[config.mk]
export PLATFORM = sky130hd
export DESIGN_NAME = dram_power_state_manager
export DESIGN_NICKNAME = d
export VERILOG_FILES = /design/src/core/dram_pwr_pkg.sv /design/src/core/dram_power_state_manager.sv /design/src/core/rank_idle_timer.sv
export SDC_FILE = /design/constraint.sdc
export NUM_CORES = 1
export LEC_CHECK = 0
export BUFFER_PORTS_ARGS = -buffer_cell sky130_fd_sc_hd__buf_2
export CAP_MARGIN = 20
export CORE_MARGIN = 2
export CORE_UTILIZATION = 56
export CTS_CLUSTER_DIAMETER = 40
export CTS_CLUSTER_SIZE = 12
export DETAILED_ROUTE_END_ITERATION = 10
export GPL_TIMING_DRIVEN = 0
export PLACE_DENSITY = 0.8
export REMOVE_ABC_BUFFERS = 1
export SYNTH_ARGS = -nofsm -noshare
export SYNTH_HDL_FRONTEND = slang
export SYNTH_HIERARCHICAL = 1
export SYNTH_SLANG_ARGS = --single-unit
[constraint.sdc]
create_clock -name clk -period 2.3 [get_ports clk]
set_clock_uncertainty 0.15 [all_clocks]
set_input_delay 0.23 -clock clk [delete_from_list [all_inputs] [get_ports clk]]
set_output_delay 0.23 -clock clk [all_outputs]
set_load 0.1 [all_outputs]
[src/core/dram_pwr_pkg.sv]
// constants and types shared by the dram power-state manager
package dram_pwr_pkg;
    localparam int          NUM_RANKS       = 2;
    localparam int          TIMER_W         = 16;
    localparam int          PRIO_W          = 3;
    localparam logic [2:0]  PRIO_SR_LIMIT   = 3'h2;
    localparam int          PHY_MODE_W      = 2;
    localparam int          REF_DIV_W       = 4;
    localparam logic [15:0] PD_IDLE_RST     = 16'h0040;
    localparam logic [15:0] SR_IDLE_RST     = 16'h0400;
    localparam logic [3:0]  REF_DIV_RST     = 4'h1;
    localparam int          RES_NS          = 10;
    localparam int          CLK_NS          = 5;
    localparam int          CAL_EXIT_CYC    = (RES_NS + CLK_NS - 1) / CLK_NS;
    localparam logic [3:0]  CAL_EXIT_CNT    = CAL_EXIT_CYC[3:0];

    typedef enum logic [1:0] {
        RK_ACTIVE,
        RK_ACT_PD,
        RK_PRE_PD
    } rank_state_t;

    typedef enum logic [2:0] {
        SR_OFF,
        SR_DYN,
        SR_SUSPEND,
        SR_CAL_EXIT,
        SR_CAL_HOLD
    } sr_state_t;
endpackage

[src/core/dram_power_state_manager.sv]
// per-rank power-down and self-refresh control for a ddr3 controller
`timescale 1ns/1ps
module dram_power_state_manager
    import dram_pwr_pkg::*;
(
    // clock and reset
    input  wire logic                  clk,
    input  wire logic                  rst_n,
    // firmware configuration
    input  wire logic                  cke_release,
    input  wire logic                  dyn_sr_enable,
    input  wire logic [TIMER_W-1:0]    pd_idle_threshold,
    input  wire logic [TIMER_W-1:0]    sr_idle_threshold,
    input  wire logic [PHY_MODE_W-1:0] phy_mode_sel,
    input  wire logic [REF_DIV_W-1:0]  refresh_divider,
    input  wire logic                  page_close_enable,
    // command queue status
    input  wire logic [NUM_RANKS-1:0]  rank_cmd_pending,
    input  wire logic [NUM_RANKS-1:0]  rank_cmd_issue,
    input  wire logic [NUM_RANKS-1:0]  rank_banks_open,
    input  wire logic                  cmd_queue_empty,
    input  wire logic                  cmd_arriving,
    input  wire logic [PRIO_W-1:0]     upstream_priority,
    input  wire logic                  refresh_due,
    input  wire logic                  cal_request,
    // power management unit
    input  wire logic                  suspend_msg,
    input  wire logic                  resume_msg,
    input  wire logic                  dram_reset_req_n,
    // memory side
    output logic [NUM_RANKS-1:0]       mem_clock_enable_out,
    output logic                       dram_reset_out_n,
    output logic                       mem_outputs_enable,
    // to command scheduler
    output logic                       refresh_issue,
    output logic [NUM_RANKS-1:0]       page_close_req,
    output logic                       cal_grant,
    // to physical layer
    output logic                       phy_pm_cmd_valid,
    output logic [PHY_MODE_W-1:0]      phy_pm_cmd_mode,
    // status
    output logic [1:0]                 rank_pd_state [NUM_RANKS],
    output logic                       self_refresh_active
);
    typedef struct packed {
        logic                        released;
        rank_state_t [NUM_RANKS-1:0] rank;
        sr_state_t                   sr;
        logic [3:0]                  calCnt;
        logic [REF_DIV_W-1:0]        refCnt;
        logic                        refIssue;
        logic [NUM_RANKS-1:0]        pageClose;
        logic                        pmValid;
        logic [PHY_MODE_W-1:0]       pmMode;
        logic [NUM_RANKS-1:0]        cke;
        logic                        rstN;
    } state_t;

    state_t stateFf;
    state_t nxtState;

    logic [NUM_RANKS-1:0] pdExpired;
    logic                 srExpired;
    logic                 anyCmd;

    assign anyCmd = |rank_cmd_issue | cmd_arriving | ~cmd_queue_empty;

    genvar g;
    generate
        for (g = 0; g < NUM_RANKS; g++) begin : g_rank
            rank_idle_timer u_pd_timer (
                .clk       (clk),
                .rst_n     (rst_n),
                .restart   (rank_cmd_issue[g] | rank_cmd_pending[g]),
                .threshold (pd_idle_threshold),
                .expired   (pdExpired[g])
            );
        end
    endgenerate

    rank_idle_timer u_sr_timer (
        .clk       (clk),
        .rst_n     (rst_n),
        .restart   (anyCmd),
        .threshold (sr_idle_threshold),
        .expired   (srExpired)
    );

    function automatic logic srEntryOk(input logic [NUM_RANKS-1:0] open,
                                       input logic qEmpty,
                                       input logic arriving,
                                       input logic [PRIO_W-1:0] prio,
                                       input logic expired);
        srEntryOk = (open == '0) && qEmpty && !arriving
                    && (prio < PRIO_SR_LIMIT) && expired;
    endfunction

    always_comb begin
        nxtState           = stateFf;
        nxtState.refIssue  = 1'b0;
        nxtState.pmValid   = 1'b0;
        nxtState.pageClose = '0;
        nxtState.rstN      = dram_reset_req_n;
        if (cke_release) begin
            nxtState.released = 1'b1;
        end

        // self-refresh control
        case (stateFf.sr)
            SR_OFF: begin
                if (suspend_msg) begin
                    nxtState.sr      = SR_SUSPEND;
                    nxtState.pmValid = 1'b1;
                    nxtState.pmMode  = phy_mode_sel;
                end else if (dyn_sr_enable && stateFf.released
                             && srEntryOk(rank_banks_open, cmd_queue_empty,
                                          cmd_arriving, upstream_priority,
                                          srExpired)) begin
                    nxtState.sr      = SR_DYN;
                    nxtState.pmValid = 1'b1;
                    nxtState.pmMode  = phy_mode_sel;
                end
            end
            SR_DYN: begin
                if (suspend_msg) begin
                    nxtState.sr = SR_SUSPEND;
                end else if (anyCmd || !dyn_sr_enable) begin
                    nxtState.sr = SR_OFF;
                end else if (cal_request) begin
                    nxtState.sr     = SR_CAL_EXIT;
                    nxtState.calCnt = CAL_EXIT_CNT;
                end
            end
            SR_CAL_EXIT: begin
                // memory is awake here, so suspend re-arms the phy
                if (suspend_msg) begin
                    nxtState.sr      = SR_SUSPEND;
                    nxtState.pmValid = 1'b1;
                    nxtState.pmMode  = phy_mode_sel;
                end else if (anyCmd || !dyn_sr_enable) begin
                    nxtState.sr = SR_OFF;
                end else if (stateFf.calCnt != '0) begin
                    nxtState.calCnt = stateFf.calCnt - 4'h1;
                end else begin
                    nxtState.sr = SR_CAL_HOLD;
                end
            end
            SR_CAL_HOLD: begin
                if (suspend_msg) begin
                    nxtState.sr = SR_SUSPEND;
                end else if (anyCmd || !dyn_sr_enable) begin
                    nxtState.sr = SR_OFF;
                end else if (!cal_request) begin
                    nxtState.sr = SR_DYN;
                end
            end
            SR_SUSPEND: begin
                if (resume_msg) begin
                    nxtState.sr = SR_OFF;
                end
            end
            default: nxtState.sr = SR_OFF;
        endcase

        // per-rank power-down
        for (int r = 0; r < NUM_RANKS; r++) begin
            case (stateFf.rank[r])
                RK_ACTIVE: begin
                    if (!rank_cmd_pending[r] && pdExpired[r]
                        && stateFf.released) begin
                        if (rank_banks_open[r]) begin
                            nxtState.rank[r] = RK_ACT_PD;
                            nxtState.pageClose[r] = page_close_enable;
                        end else begin
                            nxtState.rank[r] = RK_PRE_PD;
                        end
                    end
                end
                default: begin
                    if (rank_cmd_pending[r] || rank_cmd_issue[r]) begin
                        nxtState.rank[r] = RK_ACTIVE;
                    end
                end
            endcase
            // calibration exit needs cke high even on a powered-down rank
            nxtState.cke[r] = stateFf.released
                              && ((nxtState.rank[r] == RK_ACTIVE
                                   && nxtState.sr == SR_OFF)
                                  || nxtState.sr == SR_CAL_EXIT);
        end

        // thinned refresh: one refresh out per divider+1 due pulses
        if (refresh_due && stateFf.sr == SR_OFF) begin
            if (stateFf.refCnt >= refresh_divider) begin
                nxtState.refCnt   = '0;
                nxtState.refIssue = 1'b1;
            end else begin
                nxtState.refCnt = stateFf.refCnt + 1'b1;
            end
        end
    end

    always_ff @(posedge clk) begin
        if (!rst_n) begin
            stateFf      <= '0;
            stateFf.sr   <= SR_OFF;
            stateFf.rstN <= 1'b0;
            for (int r = 0; r < NUM_RANKS; r++) begin
                stateFf.rank[r] <= RK_ACTIVE;
            end
        end else begin
            stateFf <= nxtState;
        end
    end

    // outputs
    assign mem_clock_enable_out = stateFf.cke;
    assign dram_reset_out_n     = stateFf.rstN;
    // float everything but cke and reset while self-refreshing
    assign mem_outputs_enable   = stateFf.released
                                  && (stateFf.sr == SR_OFF
                                      || stateFf.sr == SR_CAL_EXIT);
    assign refresh_issue        = stateFf.refIssue;
    assign page_close_req       = stateFf.pageClose;
    assign cal_grant            = (stateFf.sr == SR_CAL_EXIT);
    assign phy_pm_cmd_valid     = stateFf.pmValid;
    assign phy_pm_cmd_mode      = stateFf.pmMode;
    assign self_refresh_active  = (stateFf.sr != SR_OFF)
                                  && (stateFf.sr != SR_CAL_EXIT);
    always_comb begin
        for (int r = 0; r < NUM_RANKS; r++) begin
            rank_pd_state[r] = stateFf.rank[r];
        end
    end
endmodule

[src/core/rank_idle_timer.sv]
// idle down-counter with programmable threshold
`timescale 1ns/1ps
module rank_idle_timer
    import dram_pwr_pkg::*;
(
    // clock and reset
    input  wire logic               clk,
    input  wire logic               rst_n,
    // control
    input  wire logic               restart,
    input  wire logic [TIMER_W-1:0] threshold,
    // status
    output logic                    expired
);
    typedef struct packed {
        logic [TIMER_W-1:0] cnt;
        logic               done;
    } tmr_t;

    tmr_t stateFf;
    tmr_t nxtState;

    always_comb begin
        nxtState = stateFf;
        if (restart) begin
            nxtState.cnt  = threshold;
            nxtState.done = 1'b0;
        end else if (stateFf.cnt != '0) begin
            nxtState.cnt = stateFf.cnt - 1'b1;
        end else begin
            nxtState.done = 1'b1;
        end
    end

    always_ff @(posedge clk) begin
        if (!rst_n) begin
            stateFf <= '0;
        end else begin
            stateFf <= nxtState;
        end
    end

    assign expired = stateFf.done;
endmodule

# --- Word-level counts from Yosys, hierarchy flattened ---
# Index checks and enable logic that the tools add are counted.
word_totals:
  reg_bits: 76
  in_bits: 59
  out_inout_bits: 16
op_classes:
  addsub: 5
  magnitude_cmp: 2
  eq_ne: 14
  mux: 42
  bitwise_logic: 6
  reduce_logical: 53
op_table:
  columns: ["op", "count"]
  rows:
  - ["17-bit 2-to-1 mux", 3]
  - ["16-bit 2-to-1 mux", 3]
  - ["16-bit nonzero test", 3]
  - ["16-bit by 1-bit subtractor with 16-bit output, second input constant", 3]
  - ["3-bit 2-to-1 mux", 14]
  - ["4-bit 2-to-1 mux", 6]
  - ["1-bit logical AND", 17]
  - ["2-bit 2-to-1 mux", 8]
  - ["3-bit one-hot mux with 5 select lines", 1]
  - ["2-bit != test, second input constant", 6]
  - ["2-bit zero test", 5]
  - ["2-bit nonzero test", 5]
  - ["3-bit by 2-bit equality test with 1-bit output, second input constant", 3]
  - ["4-bit one-hot mux with 2 select lines", 1]
  - ["4-bit AND reduction", 2]
  - ["2-bit OR reduction", 4]
  - ["7-bit 2-to-1 mux", 1]
  - ["7-bit AND reduction", 1]
  - ["3-bit zero test", 2]
  - ["1-bit logical OR", 6]
  - ["3-bit one-hot mux with 2 select lines", 1]
  - ["4-bit by 1-bit adder with 4-bit output, second input constant", 1]
  - ["4-bit greater-or-equal comparator", 1]
  - ["1-bit zero test", 4]
  - ["14 further kinds", 21]

# --- Logic depth before layout (Yosys ltp) ---
# Gate-level depths: netlist of run 1.
logic_depth:
  word_depth: 13
  mapped_depth: 7
  depth_no_buf: 7

# --- By module ---
# Netlist of run 1, hierarchy kept.
by_module_without_submodules:
  columns: ["module", "instances", "cells_per_inst", "area_per_inst_um2", "seq_area_each_um2"]
  rows:
  - ["rank_idle_timer (g_rank[0].u_pd_timer ...)", 2, 112, 973.4, 340.3]
  - ["dram_power_state_manager", 1, 171, 1476.4, 500.5]
  - ["rank_idle_timer (u_sr_timer)", 1, 111, 915.9, 340.3]

# --- Worst setup path after synthesis of run 1 ---
# Ideal clock, no wire load.
synth_path:
  path_kind: "register -> register"
  startpoint: "register stateFf[19] (netlist name)"
  endpoint: "register stateFf (netlist bit mem_clock_enable_out[0])"
  setup_time_ns: 0.123
  t_arrival_ns: 1.917
  required_ns: 2.027
  path_slack_ns: 0.110
  stages_incl_launch_ff: 8
  path_buffers: 1
  cell_sequence: "dfxtp_1 buf_4 nand3b_1 inv_1 a32oi_1 nor2_1 nor4_1 mux2_1"
synth_rtl:
  columns: ["element", "line_no", "source"]
  rows:
  - ["end signal, assigned", "dram_power_state_manager.sv:212", "stateFf <= nxtState;"]
  - ["end, declared", "dram_power_state_manager.sv:59", "state_t stateFf;"]

# --- Worst setup path after layout of run 1 ---
layout_path:
  startpoint: "input rank_banks_open[1]"
  endpoint: "register stateFf (netlist bit mem_clock_enable_out[0])"
layout_between:
  elab_chain_len: 13
  word_cells_on_any_way: 14
  cone_classes: "1 x eq/ne; 3 x mux; 10 x reduce/logical"
layout_lines:
  columns: ["element", "line_no", "source"]
  rows:
  - ["start, declared", "dram_power_state_manager.sv:20", "input wire logic [NUM_RANKS-1:0] rank_banks_open,"]
  - ["2-bit zero test *", "dram_power_state_manager.sv:94", "srEntryOk = (open == '0) && qEmpty && !arriving"]
  - ["1-bit logical AND * (2 in a row)", "dram_power_state_manager.sv:94", null]
  - ["1-bit logical AND * (2 in a row)", "dram_power_state_manager.sv:95", "&& (prio < PRIO_SR_LIMIT) && expired;"]
  - ["1-bit logical AND *", "dram_power_state_manager.sv:116", "&& srEntryOk(rank_banks_open, cmd_queue_empty,"]
  - ["3-bit 2-to-1 mux *", "dram_power_state_manager.sv:115", "end else if (dyn_sr_enable && stateFf.released"]
  - ["3-bit 2-to-1 mux *", "dram_power_state_manager.sv:111", "if (suspend_msg) begin"]
  - ["3-bit one-hot mux with 5 select lines *", "dram_power_state_manager.sv:109", "case (stateFf.sr)"]
  - ["3-bit zero test", "dram_power_state_manager.sv:188", "&& nxtState.sr == SR_OFF)"]
  - ["1-bit logical AND", "dram_power_state_manager.sv:188", null]
  - ["1-bit logical OR *", "dram_power_state_manager.sv:189", "|| nxtState.sr == SR_CAL_EXIT);"]
  - ["1-bit logical AND *", "dram_power_state_manager.sv:187", "&& ((nxtState.rank[r] == RK_ACTIVE"]
# Every way passes the cells marked *; elsewhere a longest branch is shown, timed or not.
# A chain may end at the register's enable or synchronous reset.

==> impl_metrics.py, run 1 <==
metrics = {
    "setup_path": {
        "end_kind": "flip-flop",
        "r2r_start": "u_sr_timer/stateFf[1]",
        "r2r-end": "u_sr_timer/stateFf[1]",
        "critPathKind": "in -> reg",
        "cp.required_ps": 2380,
        "r2r_slack_ps": 120,
        "start_kind": "input port",
        "reg2reg_depth": 8,
        "crit_fanout": 3,
        "worstPathArrival_ps": 2310,
    },
    "synthesis": {
        "synth_edf_count": 0,
        "ys_seq_elements": 76,
        "synth.avg_cell_area_um2": 8.58,
        "synth_ff_type": "dfxtp_1",
        "syn_area_um2": 4340,
        "synth_common_cells": "dfxtp_1 (76), nand2_1 (63), nor2_1 (48), o21ai_0 (32), inv_1 (23)",
        "synth_top_area_share_pct": 35.1,
        "postSynthCellCount": 506,
        "yosysUniqueCellTypes": 64,
        "ys.warnings.count": 6,
        "synth.largest_area_cell": "dfxtp_1",
        "yosysMostFrequentCell": "dfxtp_1",
        "synth_async_sr_flop_share_pct": 0,
        "synth.yosys.seq_area_share_pct": 35.1,
        "synth_area_leaders": "dfxtp_1 (35%), nand2_1 (5.4%), nor2_1 (4.2%)",
    },
    "hold_path": {
        "min_from": "page_close_enable",
        "hold_path_class": "in -> reg",
        "holdPathStages": 3,
        "min_to": "page_close_req[0]",
    },
    "timing": {
        "tns_ps": 0,
        "period_share_pct": 96.8,
        "slew-limit-headroom_pct": 45.9,
        "slew_violations": 0,
        "grt_setup_unrepaired": "true",
        "fin_ws_ps": 72.7,
        "hold_violations": 0,
        "tightestPinTransition_ps": 810,
        "clock.fmax_mhz": 449,
        "post-route-min-period_ps": 2230,
        "setup_violations": 0,
    },
    "detailed_routing": {
        "drt_pass1_iterations": 5,
        "num_vias": 4041,
        "wire_per_inst_um": 15.0,
        "wirelength_mm": 10.5,
        "drcViolationCount": 0,
        "drtIter0Drc": 224,
        "via_per_inst": 5.77,
        "antenna_left": 0,
    },
    "global_routing": {
        "grt_first_pass_wirelength_mm": 17.5,
        "overflow": 0,
        "grt.total_usage_pct": 25.4,
        "grt_max_degree": 41,
        "antenna_found_initial": 0,
        "grt_pass1_vias": 3909,
    },
    "clocking": {
        "clkSlewWorstSetupHoldPaths_ps": 90,
        "cts_tree": "done",
        "clock_sinks": 76,
        "clk_latency_ps": 350,
        "cts_buffers": 9,
        "clockBufferDepth": 2,
        "root_buffer": "clkbuf_8",
        "cts_max_level": 3,
    },
    "layout": {
        "final_net_count": 662,
        "layout-drive-gt1-share_pct": 20.7,
        "num-fill-cells": 612,
        "ff_latch_area_um2": 1530,
        "area_growth_pct": 19.5,
        "finalCoreUtilization_pct": 68.2,
        "multi_input_area_um2": 2570,
        "insertedDiodeCount": 0,
        "final-instance-count-excl-fill": 700,
    },
    "place": {
        "io_buffer_count": 73,
        "gp_congestion": 0.838,
        "dp.cells": 657,
        "hpwl_mm": 7.44,
        "pre_cts_ws_ps": 25.8,
    },
    "power": {
        "peakVddDrop_uv": 375,
        "p_leak_nw": 2.16,
        "finalPower_mw": 3.32,
        "switching_share_pct": 28.3,
        "internal_power_mw": 2.38,
        "p_switching_mw": 0.941,
        "comb_power_share_pct": 18.5,
        "seq_power_share_pct": 44.8,
        "power_density_nw_per_um2": 641,
        "pwr-share-clk_pct": 36.8,
    },
    "floorplan": {
        "die_w_um": 92.0,
        "die-area_um2": 8470,
        "die_h_um": 92.0,
        "core_area_um2": 7610,
        "num_rows": 32,
        "start_util_pct": 57.0,
        "pin_count": 75,
    },
    "outcome": {
        "status": "completed",
    },
    "run": {
        "max_cap_viol_count": 0,
    },
}
-- critical path, cell delays in order --
cell and delay [ps]:
dlygate4sd3_1 540, buf_2 140, or4b_1 530, nor4_2 210, nor2_1 80, o32a_2 230
mux2_1 350
-- metal layers --
metal / share of wire [%] / GRT usage [%]
met1: 43 / 32.3
met2: 48 / 43.2
met3: 6.3 / 3.53
met4: 2.2 / 10.8
met5: 0 / 0
-- area by class of cell --
type | instances | area share [%]
sequential | 76 | 29.4
clock buffer | 10 | 2.46
timing repair buffer | 100 | 12.2
inverter | 23 | 1.66
multi-input combinational | 383 | 49.6
clock inverter | 6 | 2.17
tap | 102 | 2.46
-- placed cells by master (no fill, tap or decap), drive strengths merged, types with 8 or more instances in the layout --
cell type	netlist	layout
xnor2	16	16
and2	16	16
clkbuf	7	11
o21ai	37	37
nand2	63	63
a211oi	8	8
dlygate4sd3	0	25
nor3	10	10
xor2	18	18
a21boi	11	11
a21oi	8	8
dfxtp	76	76
buf	17	74
nor4	14	14
inv	23	23
nor2	48	48
nand3	16	16
nand4	10	10
ha	10	10
-- what timing repair did --
item                       CTS  global route
hold buffers                25             0
pin swaps                    0             1
hold endpoints to repair    34             0
setup endpoints to repair    2            14
buffers inserted             0             2
gates resized for setup      2             6
-- worst max path at each step --
stage | start | end | slack, ps | cells after the start
4_1_cts | stateFf[13] | mem_clock_enable_out[0] | 10 | 7
5_1_grt | stateFf[13] | stateFf[14] | -20 | 7
3_5_place_dp | stateFf[17] | mem_clock_enable_out[0] | 30 | 5
3_3_place_gp | stateFf[17] | mem_clock_enable_out[0] | 90 | 5
6_report | rank_banks_open[1] | mem_clock_enable_out[0] | 70 | 7
2_1_floorplan | stateFf[18] | mem_clock_enable_out[0] | 30 | 6
-- metrics by stage --
step	cell area [µm²]	hold slack, ps
2_1_floorplan	4160	189
5_1_grt	5190	9.05
3_5_place_dp	4650	284
6_report	5190	19.4
4_1_cts	5150	0.298
3_3_place_gp	4650	272
-- logic make-up after synthesis --
family | after synthesis | synth area share, %
compound gates | 102 | 16.0
xor+xnor | 34 | 6.86
fa+ha+maj | 10 | 2.88
buf+inv | 47 | 6.17
flops | 76 | 35.1
mux | 6 | 1.44
simple gates | 231 | 31.6
-- power groups by stage --
| stage | combinational, mW | clock [mW] | sequential [mW] |
|---|---|---|---|
| after floorplan | 0.372 | 0 | 1.54 |
| after global placement | 0.549 | 0 | 1.51 |
| after detailed placement | 0.566 | 0 | 1.51 |
| after CTS | 0.603 | 1.25 | 1.48 |
| after global routing | 0.680 | 1.30 | 1.50 |
| final | 0.614 | 1.22 | 1.49 |
-- flip-flops by register name, indices dropped and copies added (netlist names) --
register / count
u_sr_timer/stateFf: 16
page_close_req: 2
g_rank.u_pd_timer/expired: 2
g_rank.u_pd_timer/stateFf: 32
dram_reset_out_n: 1
stateFf: 12
rank_pd_state: 4
u_sr_timer/expired: 1
refresh_issue: 1
phy_pm_cmd_valid: 1
phy_pm_cmd_mode: 2
mem_clock_enable_out: 2
Power figures use the tool's default switching activity.
==> inputs of run 2 (changes only) <==
--- a/config.mk
+++ b/config.mk
@@ -7,13 +7,16 @@
 export LEC_CHECK = 0
 export BUFFER_PORTS_ARGS = -buffer_cell sky130_fd_sc_hd__buf_2
 export CAP_MARGIN = 20
+export CELL_PAD_IN_SITES_DETAIL_PLACEMENT = 0
+export CELL_PAD_IN_SITES_GLOBAL_PLACEMENT = 2
 export CORE_MARGIN = 2
-export CORE_UTILIZATION = 56
+export CORE_UTILIZATION = 35
+export CTS_BUF_LIST = sky130_fd_sc_hd__clkbuf_2 sky130_fd_sc_hd__clkbuf_4 sky130_fd_sc_hd__clkbuf_8
 export CTS_CLUSTER_DIAMETER = 40
 export CTS_CLUSTER_SIZE = 12
 export DETAILED_ROUTE_END_ITERATION = 10
 export GPL_TIMING_DRIVEN = 0
-export PLACE_DENSITY = 0.8
+export PLACE_DENSITY_LB_ADDON = 0.1
 export REMOVE_ABC_BUFFERS = 1
 export SYNTH_ARGS = -nofsm -noshare
 export SYNTH_HDL_FRONTEND = slang
==> impl_metrics.py, run 2 (synthesis results as in run 1) <==
metrics = {
    "global_routing": {
        "grt_max_degree": 41,
        "grt_pass1_vias": 3786,
        "overflow": 0,
        "antenna_found_initial": 0,
        "grt.total_usage_pct": 18.3,
        "grt_first_pass_wirelength_mm": 19.0,
    },
    "power": {
        "seq_power_share_pct": 46.5,
        "internal_power_mw": 2.24,
        "p_switching_mw": 0.964,
        "peakVddDrop_uv": 328,
        "comb_power_share_pct": 19.4,
        "switching_share_pct": 30.1,
        "power_density_nw_per_um2": 600,
        "p_leak_nw": 2.19,
        "pwr-share-clk_pct": 34.1,
        "finalPower_mw": 3.20,
    },
    "place": {
        "hpwl_mm": 8.21,
        "io_buffer_count": 73,
        "gp_congestion": 0.775,
    },
    "clocking": {
        "clock_sinks": 76,
        "cts_buffers": 9,
        "cts_max_level": 3,
        "cts_tree": "done",
        "root_buffer": "clkbuf_8",
        "clockBufferDepth": 2,
        "clk_latency_ps": 370,
        "clkSlewWorstSetupHoldPaths_ps": 90,
    },
    "layout": {
        "finalCoreUtilization_pct": 44.2,
        "final_common_cell": "dfxtp_1",
        "insertedDiodeCount": 0,
        "final_cell_mix": "dfxtp_1 (74), buf_2 (72), nand2_1 (63)",
        "top_register": "g_rank.u_pd_timer/stateFf",
        "layout-drive-gt1-share_pct": 20.8,
        "largest_reg_flops": 32,
        "area_growth_pct": 22.9,
        "num-fill-cells": 1276,
        "multi_input_area_um2": 2590,
        "ff_latch_area_um2": 1520,
        "final_net_count": 671,
        "reg_top3": "g_rank.u_pd_timer/stateFf (32), u_sr_timer/stateFf (16), stateFf (12)",
    },
    "timing": {
        "tightestPinTransition_ps": 864,
        "clock.fmax_mhz": 455,
        "slew-limit-headroom_pct": 42.2,
        "hold_violations": 0,
        "slew_violations": 0,
        "period_share_pct": 95.6,
        "setup_violations": 0,
        "post-route-min-period_ps": 2200,
    },
    "floorplan": {
        "die-area_um2": 13300,
        "pin_count": 75,
        "core_area_um2": 12100,
        "num_rows": 40,
        "die_h_um": 115,
        "start_util_pct": 36.0,
        "die_w_um": 115,
    },
    "hold_path": {
        "hold_path_class": "in -> reg",
        "min_to": "rank_pd_state[2]",
        "holdPathStages": 4,
        "min_from": "rank_cmd_pending[0]",
    },
    "detailed_routing": {
        "drtIter0Drc": 210,
        "drt_pass1_iterations": 4,
        "drcViolationCount": 0,
        "wire_per_inst_um": 14.7,
        "wirelength_mm": 11.4,
        "via_per_inst": 5.06,
        "antenna_left": 0,
        "num_vias": 3920,
    },
    "setup_path": {
        "r2r_slack_ps": 100,
        "crit_fanout": 5,
        "end_kind": "flip-flop",
        "r2r_start": "u_sr_timer/stateFf[1]",
        "start_kind": "flip-flop",
        "critPathKind": "reg -> reg",
        "cp.required_ps": 2470,
        "reg2reg_depth": 8,
        "worstPathArrival_ps": 2360,
        "r2r-end": "u_sr_timer/stateFf[1]",
    },
    "run": {
        "max_cap_viol_count": 0,
    },
    "outcome": {
        "status": "completed",
    },
}
run 2: changes by cell type in the layout (fill, tap and decap cells not counted), moves of 2 or more:
cell	change
bufinv_16	-2
clkinv_4	-2
clkbuf_8	+2
buf_4	+3
dlygate4sd3_1	+7
run 2: what timing repair did:
action | CTS | global route
setup endpoints to repair | 10 | 21
hold endpoints to repair | 43 | 0
pin swaps | 1 | 2
hold buffers | 32 | 0
buffers inserted | 3 | 1
resized for setup | 3 | 5
run 2: critical path, stage by stage, from the launching register on:
cell and delay [ps]:
dfxtp_1 400, inv_1 60, ha_1 220, nor3b_4 180, nand4_1 190, nor3_4 80
buf_4 160, or4b_2 600, nand3_1 80
run 2: cell type report:
class | instances | area share (%)
Multi-Input combinational cell | 383 | 48.5
Timing Repair Buffer | 109 | 13.5
Tap cell | 168 | 3.94
Clock inverter | 4 | 0.892
Inverter | 23 | 1.62
Sequential cell | 76 | 28.6
Clock buffer | 12 | 2.98
run 2: stage by stage:
step	area, µm²	hold WS (ps)	worst slack, ps	setup TNS [ps]	cells
floorplan	4160	189	33.4	0	482
global placement	4730	273	-11.8	-23.5	723
detailed placement	4730	284	-8.53	-14.8	723
CTS	5290	1.59	45.7	0	774
global route	5330	13.9	-14.4	-26.0	775
finish	5330	29.2	102	0	775
run 2: worst max path at each step:
stage                                     start                       to  slack, ps
final                     u_sr_timer/stateFf[1]    u_sr_timer/stateFf[1]        100
after CTS                           stateFf[17]  mem_clock_enable_out[0]         50
after global placement              stateFf[13]  mem_clock_enable_out[1]        -10
after detailed placement            stateFf[13]  mem_clock_enable_out[0]         -9
after floorplan                     stateFf[18]  mem_clock_enable_out[0]         30
after global routing                stateFf[19]  mem_clock_enable_out[0]        -10
run 2: power groups by stage:
stage | Sequential [mW] | Clock, mW | Combinational, mW
after CTS | 1.49 | 1.14 | 0.621
after detailed placement | 1.52 | 0 | 0.574
after global placement | 1.51 | 0 | 0.568
final | 1.49 | 1.09 | 0.622
after global routing | 1.50 | 1.19 | 0.698
after floorplan | 1.54 | 0 | 0.372
run 2: routing by layer:
layer | vias to the layer above | part of all wire (%) | routed length [µm] | track usage, %
met1 | 1826 | 49 | 5570 | 24.1
li1 | 1997 | - | - | -
met5 | - | 0 | 0 | 0
met2 | 85 | 45 | 5100 | 28.9
met3 | 12 | 4.9 | 563 | 5.27
met4 | 0 | 1.6 | 186 | 5.86
